[src/hw/acc_pkg.sv]
// Package of register map, field layout, commands and states for the clock controller
package acc_pkg;

	// Device register word addresses
	localparam logic [15:0] ACC_REG_PRI_CFG   = 16'h0101; // Primary clock control word
	localparam logic [15:0] ACC_REG_PRI_RATE0 = 16'h0102; // First primary rate selector
	localparam logic [15:0] ACC_REG_PRI_STS0  = 16'h010a; // First primary rate status copy
	localparam logic [15:0] ACC_REG_SEC_CFG   = 16'h0112; // Secondary clock control word
	localparam logic [15:0] ACC_REG_SEC_RATE0 = 16'h0113; // First secondary rate selector
	localparam logic [15:0] ACC_REG_SEC_STS0  = 16'h011b; // First secondary rate status copy
	localparam logic [15:0] ACC_REG_CORE_CFG  = 16'h0120; // Core clock control word

	// Field positions inside the control words
	localparam int ACC_FAMILY_BIT = 15; // Primary family select
	localparam int ACC_FREQ_LSB   = 8;  // Frequency code, three bits
	localparam int ACC_DIV6_BIT   = 7;  // Core clock low power divide select
	localparam int ACC_ON_BIT     = 6;  // Clock on bit
	localparam int ACC_SRC_LSB    = 0;  // Source select, four bits

	// Code limits
	localparam logic [2:0] ACC_FREQ_MAX = 3'h4; // Highest legal frequency code
	localparam logic [3:0] ACC_SRC_LOOP1 = 4'h4; // First frequency locked loop

	// Number of rate selectors per domain
	localparam logic [1:0] ACC_PRI_RATES = 2'h3;
	localparam logic [1:0] ACC_SEC_RATES = 2'h2;

	// Wait limit for source ready and status echo
	localparam int ACC_CLK_NS   = 4;     // Clock period in ns
	localparam int ACC_WAIT_NS  = 10000; // Longest wait in ns
	localparam logic [15:0] ACC_WAIT_CYC = 16'((ACC_WAIT_NS / ACC_CLK_NS));

	// Which clock a command reconfigures
	typedef enum logic [1:0] {
		ACC_K_PRI  = 2'h0,
		ACC_K_SEC  = 2'h1,
		ACC_K_CORE = 2'h2
	} acc_kind_t;

	// Rate code classes
	typedef enum logic [1:0] {
		ACC_RF_NONE = 2'h0,
		ACC_RF_48   = 2'h1,
		ACC_RF_44   = 2'h2,
		ACC_RF_BAD  = 2'h3
	} acc_fam_t;

	// Result codes
	typedef enum logic [2:0] {
		ACC_E_NONE    = 3'h0,
		ACC_E_FAMILY  = 3'h1,
		ACC_E_CODE    = 3'h2,
		ACC_E_DEPS    = 3'h3,
		ACC_E_TIMEOUT = 3'h4
	} acc_err_t;

	// Sequencer states, one-hot
	typedef enum logic [7:0] {
		ACC_S_IDLE = 8'h01,
		ACC_S_WAIT = 8'h02,
		ACC_S_OFF  = 8'h04,
		ACC_S_CFG  = 8'h08,
		ACC_S_RATE = 8'h10,
		ACC_S_ON   = 8'h20,
		ACC_S_POLL = 8'h40,
		ACC_S_DONE = 8'h80
	} acc_state_t;

	// One reconfiguration order from the user side
	typedef struct packed {
		acc_kind_t       kind;    // Target clock
		logic            on;      // Leave clock running afterwards
		logic            use_seq; // Dependents may stay enabled
		logic [3:0]      src;     // Source select code
		logic [2:0]      freq;    // Frequency code
		logic            family;  // 1 = 44.1 kHz family
		logic            div6;    // Core clock low power divide
		logic [2:0][4:0] rate;    // Rate selector codes
	} acc_cmd_t;

endpackage

[src/hw/acc_sync3.sv]
// Three stage pin synchroniser with agreement filter
`timescale 1ns/1ps
`default_nettype none
module acc_sync3
	import acc_pkg::*;
(
	input  wire logic SYS_CLK,
	input  wire logic RST_B,
	input  wire logic PIN_IN,
	output logic      LEVEL_OUT
);

	logic s1_ff, s2_ff, s3_ff, lvl_ff; // Stages and filtered level
	logic nxt_lvl;                     // Next filtered level

	// Level moves only once stages two and three agree
	always_comb
	begin
		nxt_lvl = (s2_ff == s3_ff) ? s3_ff : lvl_ff;
	end

	// Stage one feeds only stage two
	always_ff @(posedge SYS_CLK)
	begin
		if (!RST_B)
		begin
			s1_ff  <= 1'b0;
			s2_ff  <= 1'b0;
			s3_ff  <= 1'b0;
			lvl_ff <= 1'b0;
		end
		else
		begin
			s1_ff  <= PIN_IN;
			s2_ff  <= s1_ff;
			s3_ff  <= s2_ff;
			lvl_ff <= nxt_lvl;
		end
	end

	assign LEVEL_OUT = lvl_ff;

endmodule // acc_sync3
`default_nettype wire

[src/hw/acc_ctrl.sv]
// Host side controller that reconfigures the codec clock domains by register writes
`timescale 1ns/1ps
`default_nettype none
// How it works
// Primary rate codes must share one family
// Secondary rate codes share one family
// Secondary frequency code limited to five values
// Secondary unused: keep it disabled
// Device derives dividers from codes
// Interface clock rates programmed separately
// Source selector; loop enabled first
// Loop divided by three for primary
// Prefer highest primary frequency
// Rates span 8 to 192 kHz
// Source ready before on; off before change; the code's off write already carries the new fields
// Primary on before dependents enabled
// No reconfigure while dependents enabled; the code lets off orders and use_seq orders through
// Keep primary for firmware and timer
// Sequencer order: off, config, on
// Loop divided by three for secondary
// Secondary: source first, off before change; the code's off write already carries the new fields
// Clocks configured before any path
// Device rejects paths lacking clock cycles
// Each core divides core clock
// Loop divided by two for cores
// Divide by six only from loop one
// Core source first, off before reconfigure; the code's off write already carries the new fields
// Family bit picks frequency base
// Source codes; others reserved
// Rate status copies confirm new rates
module acc_ctrl
	import acc_pkg::*;
(
	input  wire logic       SYS_CLK,
	input  wire logic       RST_B,
	input  wire acc_cmd_t   CMD,
	input  wire logic       CMD_VALID,
	output logic            CMD_READY,
	input  wire logic       DEPS_ACTIVE,
	input  wire logic       SRC_READY_PIN,
	output logic            DONE,
	output acc_err_t        ERR,
	output logic            BUSY,
	output logic [15:0]     REG_ADDR,
	output logic [15:0]     REG_WDATA,
	output logic            REG_WR,
	output logic            REG_RD,
	input  wire logic [15:0] REG_RDATA,
	input  wire logic       REG_ACK
);

	acc_state_t  state_ff, nxt_state; // Sequencer state
	acc_cmd_t    cmd_ff, nxt_cmd;     // Order being carried out
	acc_err_t    err_ff, nxt_err;     // Result of last order
	logic [1:0]  idx_ff, nxt_idx;     // Rate selector index
	logic [15:0] tmr_ff, nxt_tmr;     // Wait timer
	logic [15:0] addr_ff, nxt_addr;   // Register address out
	logic [15:0] wdat_ff, nxt_wdat;   // Register data out
	logic        src_ready;           // Filtered source ready level
	acc_err_t    chk;                 // Check result of incoming order

	// Source ready pin passes the three stage filter
	acc_sync3 acc_sync3_i (
		.SYS_CLK   (SYS_CLK),
		.RST_B     (RST_B),
		.PIN_IN    (SRC_READY_PIN),
		.LEVEL_OUT (src_ready)
	);

	// Class of one rate code
	function automatic acc_fam_t fam_of(input logic [4:0] code);
		case (code)
			5'h00:                                     fam_of = ACC_RF_NONE;
			5'h01, 5'h02, 5'h03, 5'h04, 5'h05,
			5'h11, 5'h12, 5'h13:                       fam_of = ACC_RF_48;
			5'h09, 5'h0a, 5'h0b, 5'h0c, 5'h0d:         fam_of = ACC_RF_44;
			default:                                   fam_of = ACC_RF_BAD;
		endcase
	endfunction

	// Number of rate selectors in the target domain
	function automatic logic [1:0] rate_cnt(input acc_kind_t k);
		case (k)
			ACC_K_PRI: rate_cnt = ACC_PRI_RATES;
			ACC_K_SEC: rate_cnt = ACC_SEC_RATES;
			default:   rate_cnt = 2'h0;
		endcase
	endfunction

	// Source codes the device accepts
	function automatic logic src_ok(input logic [3:0] s);
		src_ok = (s <= 4'h1) || (s >= 4'h4 && s <= 4'h6) || (s >= 4'h8 && s <= 4'hb);
	endfunction

	// Control word address of the target clock
	// Interface bit clock rates are left to the user; nothing here writes them
	function automatic logic [15:0] cfg_addr(input acc_kind_t k);
		case (k)
			ACC_K_PRI: cfg_addr = ACC_REG_PRI_CFG;
			ACC_K_SEC: cfg_addr = ACC_REG_SEC_CFG;
			default:   cfg_addr = ACC_REG_CORE_CFG;
		endcase
	endfunction

	// Control word with the on bit as given
	function automatic logic [15:0] cfg_word(input acc_cmd_t c, input logic on);
		logic [15:0] w;
		w = 16'h0000;
		w[ACC_SRC_LSB +: 4] = c.src;
		w[ACC_ON_BIT]       = on;
		if (c.kind == ACC_K_CORE)
			w[ACC_DIV6_BIT] = c.div6;
		else
			w[ACC_FREQ_LSB +: 3] = c.freq;
		if (c.kind == ACC_K_PRI)
			w[ACC_FAMILY_BIT] = c.family;
		cfg_word = w;
	endfunction

	// Rate selector or status copy address
	function automatic logic [15:0] rate_addr(input acc_kind_t k, input logic [1:0] i, input logic sts);
		logic [15:0] base;
		if (k == ACC_K_PRI)
			base = sts ? ACC_REG_PRI_STS0 : ACC_REG_PRI_RATE0;
		else
			base = sts ? ACC_REG_SEC_STS0 : ACC_REG_SEC_RATE0;
		rate_addr = base + {14'h0000, i};
	endfunction

	// Check an incoming order before touching the device
	always_comb
	begin
		logic [1:0] fams; // Families seen
		fams = 2'h0;
		chk  = ACC_E_NONE;
		for (int i = 0; i < 3; i++)
		begin
			if (2'(i) < rate_cnt(CMD.kind))
			begin
				case (fam_of(CMD.rate[i]))
					ACC_RF_48:   fams[0] = 1'b1;
					ACC_RF_44:   fams[1] = 1'b1;
					ACC_RF_BAD:  chk = ACC_E_CODE;
					default:     ;
				endcase
			end
		end
		// Family checks only when every code is legal, so a bad code wins
		if (chk == ACC_E_NONE)
		begin
			// Mixed families cannot share one clock
			if (fams == 2'h3)
				chk = ACC_E_FAMILY;
			// Primary only: family of rates must match the frequency family
			else if (CMD.kind == ACC_K_PRI && ((fams[1] && !CMD.family) || (fams[0] && CMD.family)))
				chk = ACC_E_FAMILY;
		end
		if (!src_ok(CMD.src) || (CMD.kind != ACC_K_CORE && CMD.freq > ACC_FREQ_MAX))
			chk = ACC_E_CODE;
		// Low power divide exists on loop one only
		if (CMD.kind == ACC_K_CORE && CMD.div6 && CMD.src != ACC_SRC_LOOP1)
			chk = ACC_E_CODE;
		// Undefined target would otherwise fall through to the core word
		if (CMD.kind != ACC_K_PRI && CMD.kind != ACC_K_SEC && CMD.kind != ACC_K_CORE)
			chk = ACC_E_CODE;
	end

	// Sequencer next state: wait source, off, config, rates, on, confirm
	always_comb
	begin
		nxt_state = state_ff;
		nxt_cmd   = cmd_ff;
		nxt_err   = err_ff;
		nxt_idx   = idx_ff;
		nxt_tmr   = tmr_ff;
		case (state_ff)
			ACC_S_IDLE:
			begin
				if (CMD_VALID)
				begin
					nxt_cmd = CMD;
					nxt_idx = 2'h0;
					nxt_tmr = 16'h0000;
					nxt_err = chk;
					if (chk != ACC_E_NONE)
						nxt_state = ACC_S_DONE;
					else if (!CMD.on)
						nxt_state = ACC_S_OFF;
					else if (DEPS_ACTIVE && !CMD.use_seq)
					begin
						// Dependents running: refuse a plain reconfigure
						nxt_err   = ACC_E_DEPS;
						nxt_state = ACC_S_DONE;
					end
					else
						nxt_state = ACC_S_WAIT;
				end
			end
			ACC_S_WAIT:
			begin
				// Source must run before the clock is reopened
				nxt_tmr = tmr_ff + 16'h0001;
				if (src_ready)
					nxt_state = ACC_S_OFF;
				else if (tmr_ff == ACC_WAIT_CYC)
				begin
					nxt_err   = ACC_E_TIMEOUT;
					nxt_state = ACC_S_DONE;
				end
			end
			ACC_S_OFF:
			begin
				// Clear the on bit; the off word already carries the new fields
				if (REG_ACK)
					nxt_state = cmd_ff.on ? ACC_S_CFG : ACC_S_DONE;
			end
			ACC_S_CFG:
			begin
				if (REG_ACK)
					nxt_state = (rate_cnt(cmd_ff.kind) != 2'h0) ? ACC_S_RATE : ACC_S_ON;
			end
			ACC_S_RATE:
			begin
				if (REG_ACK)
				begin
					if (idx_ff == rate_cnt(cmd_ff.kind) - 2'h1)
					begin
						nxt_idx   = 2'h0;
						nxt_state = ACC_S_ON;
					end
					else
						nxt_idx = idx_ff + 2'h1;
				end
			end
			ACC_S_ON:
			begin
				// Reopen on acknowledge; source ready is not checked again here
				if (REG_ACK)
				begin
					nxt_tmr   = 16'h0000;
					nxt_state = (rate_cnt(cmd_ff.kind) != 2'h0) ? ACC_S_POLL : ACC_S_DONE;
				end
			end
			ACC_S_POLL:
			begin
				// Device applies new rates at a safe moment; wait for the echo
				nxt_tmr = tmr_ff + 16'h0001;
				if (REG_ACK && REG_RDATA[4:0] == cmd_ff.rate[idx_ff])
				begin
					nxt_tmr = 16'h0000;
					if (idx_ff == rate_cnt(cmd_ff.kind) - 2'h1)
						nxt_state = ACC_S_DONE;
					else
						nxt_idx = idx_ff + 2'h1;
				end
				else if (tmr_ff == ACC_WAIT_CYC)
				begin
					nxt_err   = ACC_E_TIMEOUT;
					nxt_state = ACC_S_DONE;
				end
			end
			ACC_S_DONE:
				nxt_state = ACC_S_IDLE;
			default:
				nxt_state = ACC_S_IDLE;
		endcase
	end

	// Address and data for the access of the coming state
	always_comb
	begin
		nxt_addr = 16'h0000;
		nxt_wdat = 16'h0000;
		case (nxt_state)
			ACC_S_OFF:
			begin
				nxt_addr = cfg_addr(nxt_cmd.kind);
				nxt_wdat = cfg_word(nxt_cmd, 1'b0);
			end
			ACC_S_CFG:
			begin
				nxt_addr = cfg_addr(nxt_cmd.kind);
				nxt_wdat = cfg_word(nxt_cmd, 1'b0);
			end
			ACC_S_RATE:
			begin
				nxt_addr = rate_addr(nxt_cmd.kind, nxt_idx, 1'b0);
				nxt_wdat = {11'h000, nxt_cmd.rate[nxt_idx]};
			end
			ACC_S_ON:
			begin
				nxt_addr = cfg_addr(nxt_cmd.kind);
				nxt_wdat = cfg_word(nxt_cmd, 1'b1);
			end
			ACC_S_POLL:
				nxt_addr = rate_addr(nxt_cmd.kind, nxt_idx, 1'b1);
			default:
				nxt_addr = 16'h0000;
		endcase
	end

	// State registers
	always_ff @(posedge SYS_CLK)
	begin
		if (!RST_B)
		begin
			state_ff <= ACC_S_IDLE;
			cmd_ff   <= '0;
			err_ff   <= ACC_E_NONE;
			idx_ff   <= 2'h0;
			tmr_ff   <= 16'h0000;
			addr_ff  <= 16'h0000;
			wdat_ff  <= 16'h0000;
		end
		else
		begin
			state_ff <= nxt_state;
			cmd_ff   <= nxt_cmd;
			err_ff   <= nxt_err;
			idx_ff   <= nxt_idx;
			tmr_ff   <= nxt_tmr;
			addr_ff  <= nxt_addr;
			wdat_ff  <= nxt_wdat;
		end
	end

	// Handshakes from state, data from flip-flops
	assign REG_WR    = (state_ff == ACC_S_OFF) || (state_ff == ACC_S_CFG) ||
	                   (state_ff == ACC_S_RATE) || (state_ff == ACC_S_ON);
	assign REG_RD    = (state_ff == ACC_S_POLL);
	assign REG_ADDR  = addr_ff;
	assign REG_WDATA = wdat_ff;
	assign CMD_READY = (state_ff == ACC_S_IDLE);
	assign BUSY      = (state_ff != ACC_S_IDLE);
	assign DONE      = (state_ff == ACC_S_DONE);
	assign ERR       = err_ff;
endmodule // acc_ctrl
`default_nettype wire

[config.mk]
export PLATFORM = sky130hd
export DESIGN_NAME = acc_ctrl
export DESIGN_NICKNAME = d
export VERILOG_FILES = /design/src/hw/acc_pkg.sv /design/src/hw/acc_sync3.sv /design/src/hw/acc_ctrl.sv
export SDC_FILE = /design/constraint.sdc
export NUM_CORES = 1
export LEC_CHECK = 0
export ABC_AREA = 1
export BUFFER_PORTS_ARGS = -buffer_cell sky130_fd_sc_hd__buf_4
export CAP_MARGIN = 20
export CORE_MARGIN = 2
export CORE_UTILIZATION = 40
export CTS_CLUSTER_DIAMETER = 100
export DETAILED_ROUTE_END_ITERATION = 10
export SLEW_MARGIN = 10
export SYNTH_ARGS = -nofsm -noshare
export SYNTH_HDL_FRONTEND = slang
export SYNTH_SLANG_ARGS = --single-unit
[constraint.sdc]
create_clock -name SYS_CLK -period 2.45 [get_ports SYS_CLK]
set_input_delay 0.1225 -clock SYS_CLK [delete_from_list [all_inputs] [get_ports SYS_CLK]]
set_output_delay 0.1225 -clock SYS_CLK [all_outputs]
set_load 0.005 [all_outputs]
[Yosys cells after proc, flatten, opt, wreduce, memory -nomap -nowiden]
Memories as Yosys holds them, arrays and structs flattened.
Cells that the tools add are included.
W data, S select, Z words.
Word-level totals
  bits in writable memories: 0
  latch bits: 0
  register bits after elaboration: 93
  logic and storage cells: 201
  bits in read-only memories: 192
  memories: 3
  output and inout bits: 40
  input bits: 50
Cells by class
  div/mod/pow operators: 0
  add/sub/neg operators: 6
  multiply operators: 0
  magnitude comparators: 11
  bitwise logic cells: 0
  reduce and logical (&&, ||, !) cells: 37
  equality and inequality tests: 41
  multiplexer cells: 83
  shift-type cells: 0
Memories
  (name not given): words 32, width 2, read ports 1, clocked after Yosys merged registers in 0, wr ports 0, line acc_ctrl.sv:72  | case (code)
  (name not given): words 32, width 2, read ports 1, clocked after Yosys merged registers in 0, wr ports 0, line acc_ctrl.sv:72
  (name not given): words 32, width 2, read ports 1, clocked after Yosys merged registers in 0, wr ports 0, line acc_ctrl.sv:72
Operator list (number)
  $mux W8: 15
  $pmux W16 S3: 2
  $mux W16: 5
  $pmux W16 S4: 1
  $mux W28: 2
  $pmux W8 S7: 1
  $mux W3: 18
  $mux W2: 19
  $add A16 B2 Y16: 2
  $bmux W5 S2: 2
  $mux W5: 4
  $eq A2 B2 Y1 const B: 9
  $add A16 B1 Y16 const B: 1
  $eq A16 B12 Y1 const B: 1
  $eq A8 B3 Y1 const B: 2
  $eq A8 B4 Y1 const B: 2
  $eq A8 B5 Y1 const B: 2
  $eq A8 B6 Y1 const B: 2
  $eq A8 B7 Y1 const B: 2
  $eq A2 B1 Y1 const B: 6
  $logic_and A1 B1 Y1: 12
  $pmux W6 S2: 1
  $ne A2 B2 Y1 const B: 5
  $pmux W3 S3: 1
  other kinds (36): 61

[Logic depth before layout (Yosys ltp)]
  word-level depth: 28
  gate-level depth with buffers: 19
  mapped depth without buffers: 17

[By module]
Synthesis repeated with hierarchy kept, for this count alone.
Unflattened totals
  cells, all modules: 694
  area total of the unflattened synthesis: 4578.1 µm²
Modules (own cells, without submodules)
  acc_ctrl: cells each 681, area an instance 4461.8 µm², instances 1, seq. area each 1481.4 µm²
  acc_sync3: cells each 13, area an instance 116.4 µm², instances 1, seq. area each 80.1 µm²

[Worst setup path before layout]
OpenSTA, ideal clock, no wires.
  path type: register -> register
  from: reg idx_ff[0]
  to: reg addr_ff[1] (netlist: REG_ADDR[1])
  stages on the path, launching flop included: 20
  period minus slack after synthesis: 2163 ps
  data required time: 2391 ps
  slack: 287 ps
  setup time: 59 ps
  data arrival time: 2105 ps
  path buffers: 3
  path through: dfxtp_1 > buf_6 > inv_6 > buf_12 > nand2_2 > nand2_1 > nand4_2 > nand2_2 > nor2_4 > nand3_4 > nand2_2 > nand2_2 > nand2_4 > nand2_4 > buf_6 > ha_1 > inv_1 > ha_1 > nand3b_1 > nand2_1
RTL lines
  from (decl): line acc_ctrl.sv:55  | logic [1:0] idx_ff, nxt_idx;
  from (signal assigned): line acc_ctrl.sv:320  | idx_ff <= nxt_idx;
  $bmux W5 S2: line acc_ctrl.sv:248  | if (REG_ACK && REG_RDATA[4:0] == cmd_ff.rate[idx_ff])
  $mux W5 (implied by the code): line acc_ctrl.sv:248
  $eq A5 B5 Y1: line acc_ctrl.sv:248
  $logic_and A1 B1 Y1: line acc_ctrl.sv:248
  $mux W2: line acc_ctrl.sv:248
  $pmux W2 S3 *: line acc_ctrl.sv:176  | case (state_ff)
  net nxt_idx[0]: line acc_ctrl.sv:55
  $add A16 B2 Y16: line acc_ctrl.sv:127  | rate_addr = base + {14'h0000, i};
  $pmux W16 S3 *: line acc_ctrl.sv:274  | case (nxt_state)
  to (signal assigned): line acc_ctrl.sv:322  | addr_ff <= nxt_addr;
  to (decl): line acc_ctrl.sv:57  | logic [15:0] addr_ff, nxt_addr;
Mark *: on every way through the listed nets, which the timed path passes. The rest lies on a longest branch. The select of a mux whose other input is x is not followed.
A chain may end at the register's enable or synchronous reset.

[Final worst setup path]
  from: reg state_ff[1]
  to: reg addr_ff[1] (netlist: REG_ADDR[1])
Between the ends
  longest elaborated chain between the ends: 7
Ends and longest elaborated chain
  from (decl): line acc_ctrl.sv:52  | acc_state_t state_ff, nxt_state;
  from (signal assigned): line acc_ctrl.sv:317  | state_ff <= nxt_state;
  $eq A8 B1 Y1: line acc_ctrl.sv:176
  $mux W28: line acc_ctrl.sv:176
  $logic_not A2 Y1: line acc_ctrl.sv:98, acc_ctrl.sv:123
  $mux W5: line acc_ctrl.sv:123  | if (k == ACC_K_PRI)
  $mux W16: line acc_ctrl.sv:274
  $add A16 B2 Y16: line acc_ctrl.sv:127
  $pmux W16 S3 *: line acc_ctrl.sv:274
Every way passes the cells marked *; elsewhere a longest branch is shown, timed or not. The select of a mux whose other input is x is not followed.

==> flow_metrics.py <==
metrics = {
    "outcome": {
        "status": "finished, final reports clean",
    },
    "sta": {
        "finalClockSkew_ns": 0.00710,
        "hold_ws_ns": 0.0506,
        "finalCritPeriodShare": 0.907,
        "setup-violations-final": 0,
        "max_slew_margin": 0.642,
        "hold_viol_final": 0,
        "post-route-worst-setup-slack_ns": 0.227,
        "max_freq_ghz": 0.450,
        "fin_crit_ns": 2.22,
        "final_max_slew_viol_count": 0,
        "tightest_slew_ns": 0.532,
        "tns_ns": 0,
    },
    "power_and_ir_drop": {
        "combPwrFrac": 0.169,
        "p_switching_mw": 0.910,
        "power.leakage_nw": 2.64,
        "p_clk_frac": 0.410,
        "p_sw_frac": 0.282,
        "p_seq_frac": 0.421,
        "powerDensity_mw_per_mm2": 592,
        "internal_power_mw": 2.31,
        "ir_drop_mv": 0.386,
    },
    "critical_path": {
        "required_ns": 2.74,
        "start_kind": "flip-flop",
        "worst-setup-path-type": "flip-flop to flip-flop",
        "path_max_fanout": 6,
        "ff2ff_path_depth": 15,
        "critPathCaptureType": "flip-flop",
        "cp_data_arrival_time_ns": 2.51,
    },
    "place": {
        "placed_cells": 883,
        "place_ws_ns": 0.0713,
        "postPlaceCellArea_mm2": 0.00511,
        "gp_congestion": 0.872,
        "io_buffers": 64,
        "hpwl_um": 9330,
    },
    "drt": {
        "ant_nets": 0,
        "vias": 4477,
        "wirelength_um": 12000,
        "drt-wirelength-per-cell_um": 13.3,
        "drc": 0,
        "drt_iter0_markers": 198,
        "viasPerCell": 4.96,
        "first_pass_iters": 5,
    },
    "global_route": {
        "grt_usage": 0.214,
        "grt_max_degree": 28,
        "grt_pass1_vias": 4246,
        "grt-ovfl-total": 0,
        "antenna_found_initial": 0,
        "grt_pass1_wl_um": 20100,
    },
    "yosys": {
        "muxShareOfSynthArea": 0,
        "synth_edf_count": 0,
        "synth_xor_area_frac": 0.00583,
        "synth_cells": 683,
        "synth_top_family_by_area": "simple AND/OR/NAND/NOR gates",
        "syn_area_per_cell_um2": 6.60,
        "synth_seq_area_share": 0.347,
        "synth_seq_cells": 78,
        "synth_simple_gate_area_frac": 0.368,
        "synth-async-reset-ratio": 0,
        "synth_cell_types": 46,
        "synth_ff_type": "dfxtp_1",
        "synthAdderAreaFrac": 0.0111,
        "synth-warning-count": 0,
        "syn-cell-area_mm2": 0.00451,
        "synth_compound_area_frac": 0.114,
    },
    "clocking": {
        "cts-htree-levels": 3,
        "cts_sinks": 78,
        "cts_buffer_depth": 2,
        "cts-root-buf": "clkbuf_16",
        "cts_tree": "built",
        "clk_pin_slew_ns": 0.06,
        "cts_buffers": 9,
        "worstSkewPairLatency_ns": 0.34,
    },
    "floorplan": {
        "core_area_mm2": 0.0109,
        "start_util": 0.412,
        "pin_count": 90,
        "fp.dieW_um": 110,
        "rows": 38,
        "die_area_mm2": 0.0121,
        "die-height_um": 110,
    },
    "layout": {
        "final_area_mm2": 0.00545,
        "drive_gt1_frac": 0.196,
        "fin_nets": 812,
        "areaGrowthSynthToFinish_pct": 20.9,
        "antenna_cells": 0,
        "layout_common_cells": "nand2_1, inv_1, buf_4",
        "layout_commonest_cell": "nand2_1",
        "layoutNonFillerInstCount": 902,
    },
    "worst_hold_path": {
        "min_path_type": "input port to flip-flop",
        "hold_depth": 3,
    },
    "run": {
        "drv_cap": 0,
    },
}
==> cells by family (layout without fill, tap and decap cells) <==
group	after synthesis	after routing
buf+inv	156	222
simple gates	347	347
compound gates	94	94
flops	78	78
fa+ha+maj	4	4
xor+xnor	3	3
other cells	1	14
==> routing by layer <==
metal,up-vias,GRT usage,wire [um]
met5,-,0,0
met4,0,0.0554,167
met3,15,0.0553,765
met2,124,0.342,5360
met1,2022,0.287,5690
li1,2316,-,-
==> repair_timing <==
action	4_1_cts	5_1_grt
hold buffers	1	0
buffers inserted	0	3
endpoints found under the setup margin	0	4
resized for setup	0	6
endpoints found under the hold margin	1	0
==> cell usage after synthesis, types with 2 or more instances <==
cell	count	area share
inv_2	15	0.012
a21oi_1	26	0.029
inv_1	105	0.087
nand3_2	4	0.0089
xnor2_1	2	0.0039
o211ai_1	6	0.010
nor3_1	6	0.0067
nand4_1	21	0.029
nor3_2	2	0.0044
nor2_4	4	0.010
nor2_2	5	0.0069
nand3_1	64	0.071
buf_6	2	0.0050
nand3b_1	4	0.0067
ha_1	4	0.011
dfxtp_1	78	0.35
nand4_2	2	0.0056
buf_2	6	0.0067
nand2_1	131	0.11
o22ai_1	3	0.0042
a21boi_0	2	0.0033
buf_4	16	0.027
a211oi_1	3	0.0050
clkinv_1	2	0.0017
o21ai_1	11	0.012
nand2_4	2	0.0050
nand2_2	10	0.014
nor3b_1	3	0.0050
nor2_1	75	0.062
o21ai_0	39	0.043
clkbuf_1	8	0.0067
nor4_1	8	0.011
==> state kept, by name, indices dropped and copies added (netlist names), 2 cells and up <==
| name | flops |
|---|---|
| state_ff | 8 |
| idx_ff | 2 |
| ERR | 3 |
| REG_ADDR | 7 |
| cmd_ff | 27 |
| tmr_ff | 16 |
| REG_WDATA | 11 |
==> power groups by stage <==
stage	Clock [mW]	Sequential (mW)	Combinational, mW
finish	1.32	1.36	0.544
global route	1.40	1.36	0.620
CTS	1.35	1.36	0.536
detailed placement	0	1.38	0.531
global placement	0	1.38	0.520
floorplan	0	1.37	0.371
==> per-stage QoR <==
stage / power [mW] / utilization
6_report: 3.22 / 0.498
5_1_grt: 3.39 / 0.498
4_1_cts: 3.24 / 0.495
3_5_place_dp: 1.92 / 0.467
3_3_place_gp: 1.90 / 0.467
2_1_floorplan: 1.74 / -
==> area by class of cell <==
| type | instances | area [um2] |
|---|---|---|
| Multi-Input combinational cell | 462 | 2310 |
| Timing Repair Buffer | 84 | 633 |
| Clock buffer | 10 | 229 |
| Fill cell | 1129 | 5490 |
| Tap cell | 140 | 175 |
| Sequential cell | 78 | 1570 |
| Inverter | 123 | 467 |
| Clock inverter | 5 | 61.3 |
==> critical path, cell delays in order, from the launching register on <==
cell      delay [ns]
dfxtp_1         0.34
nor2_1          0.18
nand2_1         0.14
inv_2           0.08
nand4_1         0.19
inv_2           0.11
buf_4           0.13
nand2_2         0.09
nand2_2         0.08
nand2_4         0.07
nand2_4         0.08
ha_1            0.15
inv_1           0.04
ha_1            0.26
nand3b_1        0.15
nand2_1         0.07
==> final timing paths <==
check | start | slack, ns | endpoint
hold / removal | CMD[25] | 0.05 | cmd_ff[25]$_SDFFE_PN0P_
setup / recovery | state_ff[1]$_SDFF_PN0_ | 0.23 | REG_ADDR[1]$_SDFF_PN0_
setup reg to reg | state_ff[1]$_SDFF_PN0_ | 0.23 | REG_ADDR[1]$_SDFF_PN0_
hold reg to reg | acc_sync3_i.s1_ff$_SDFF_PN0_ | 0.42 | acc_sync3_i.s2_ff$_SDFF_PN0_
Note: power is estimated with default switching activity, not from simulation.
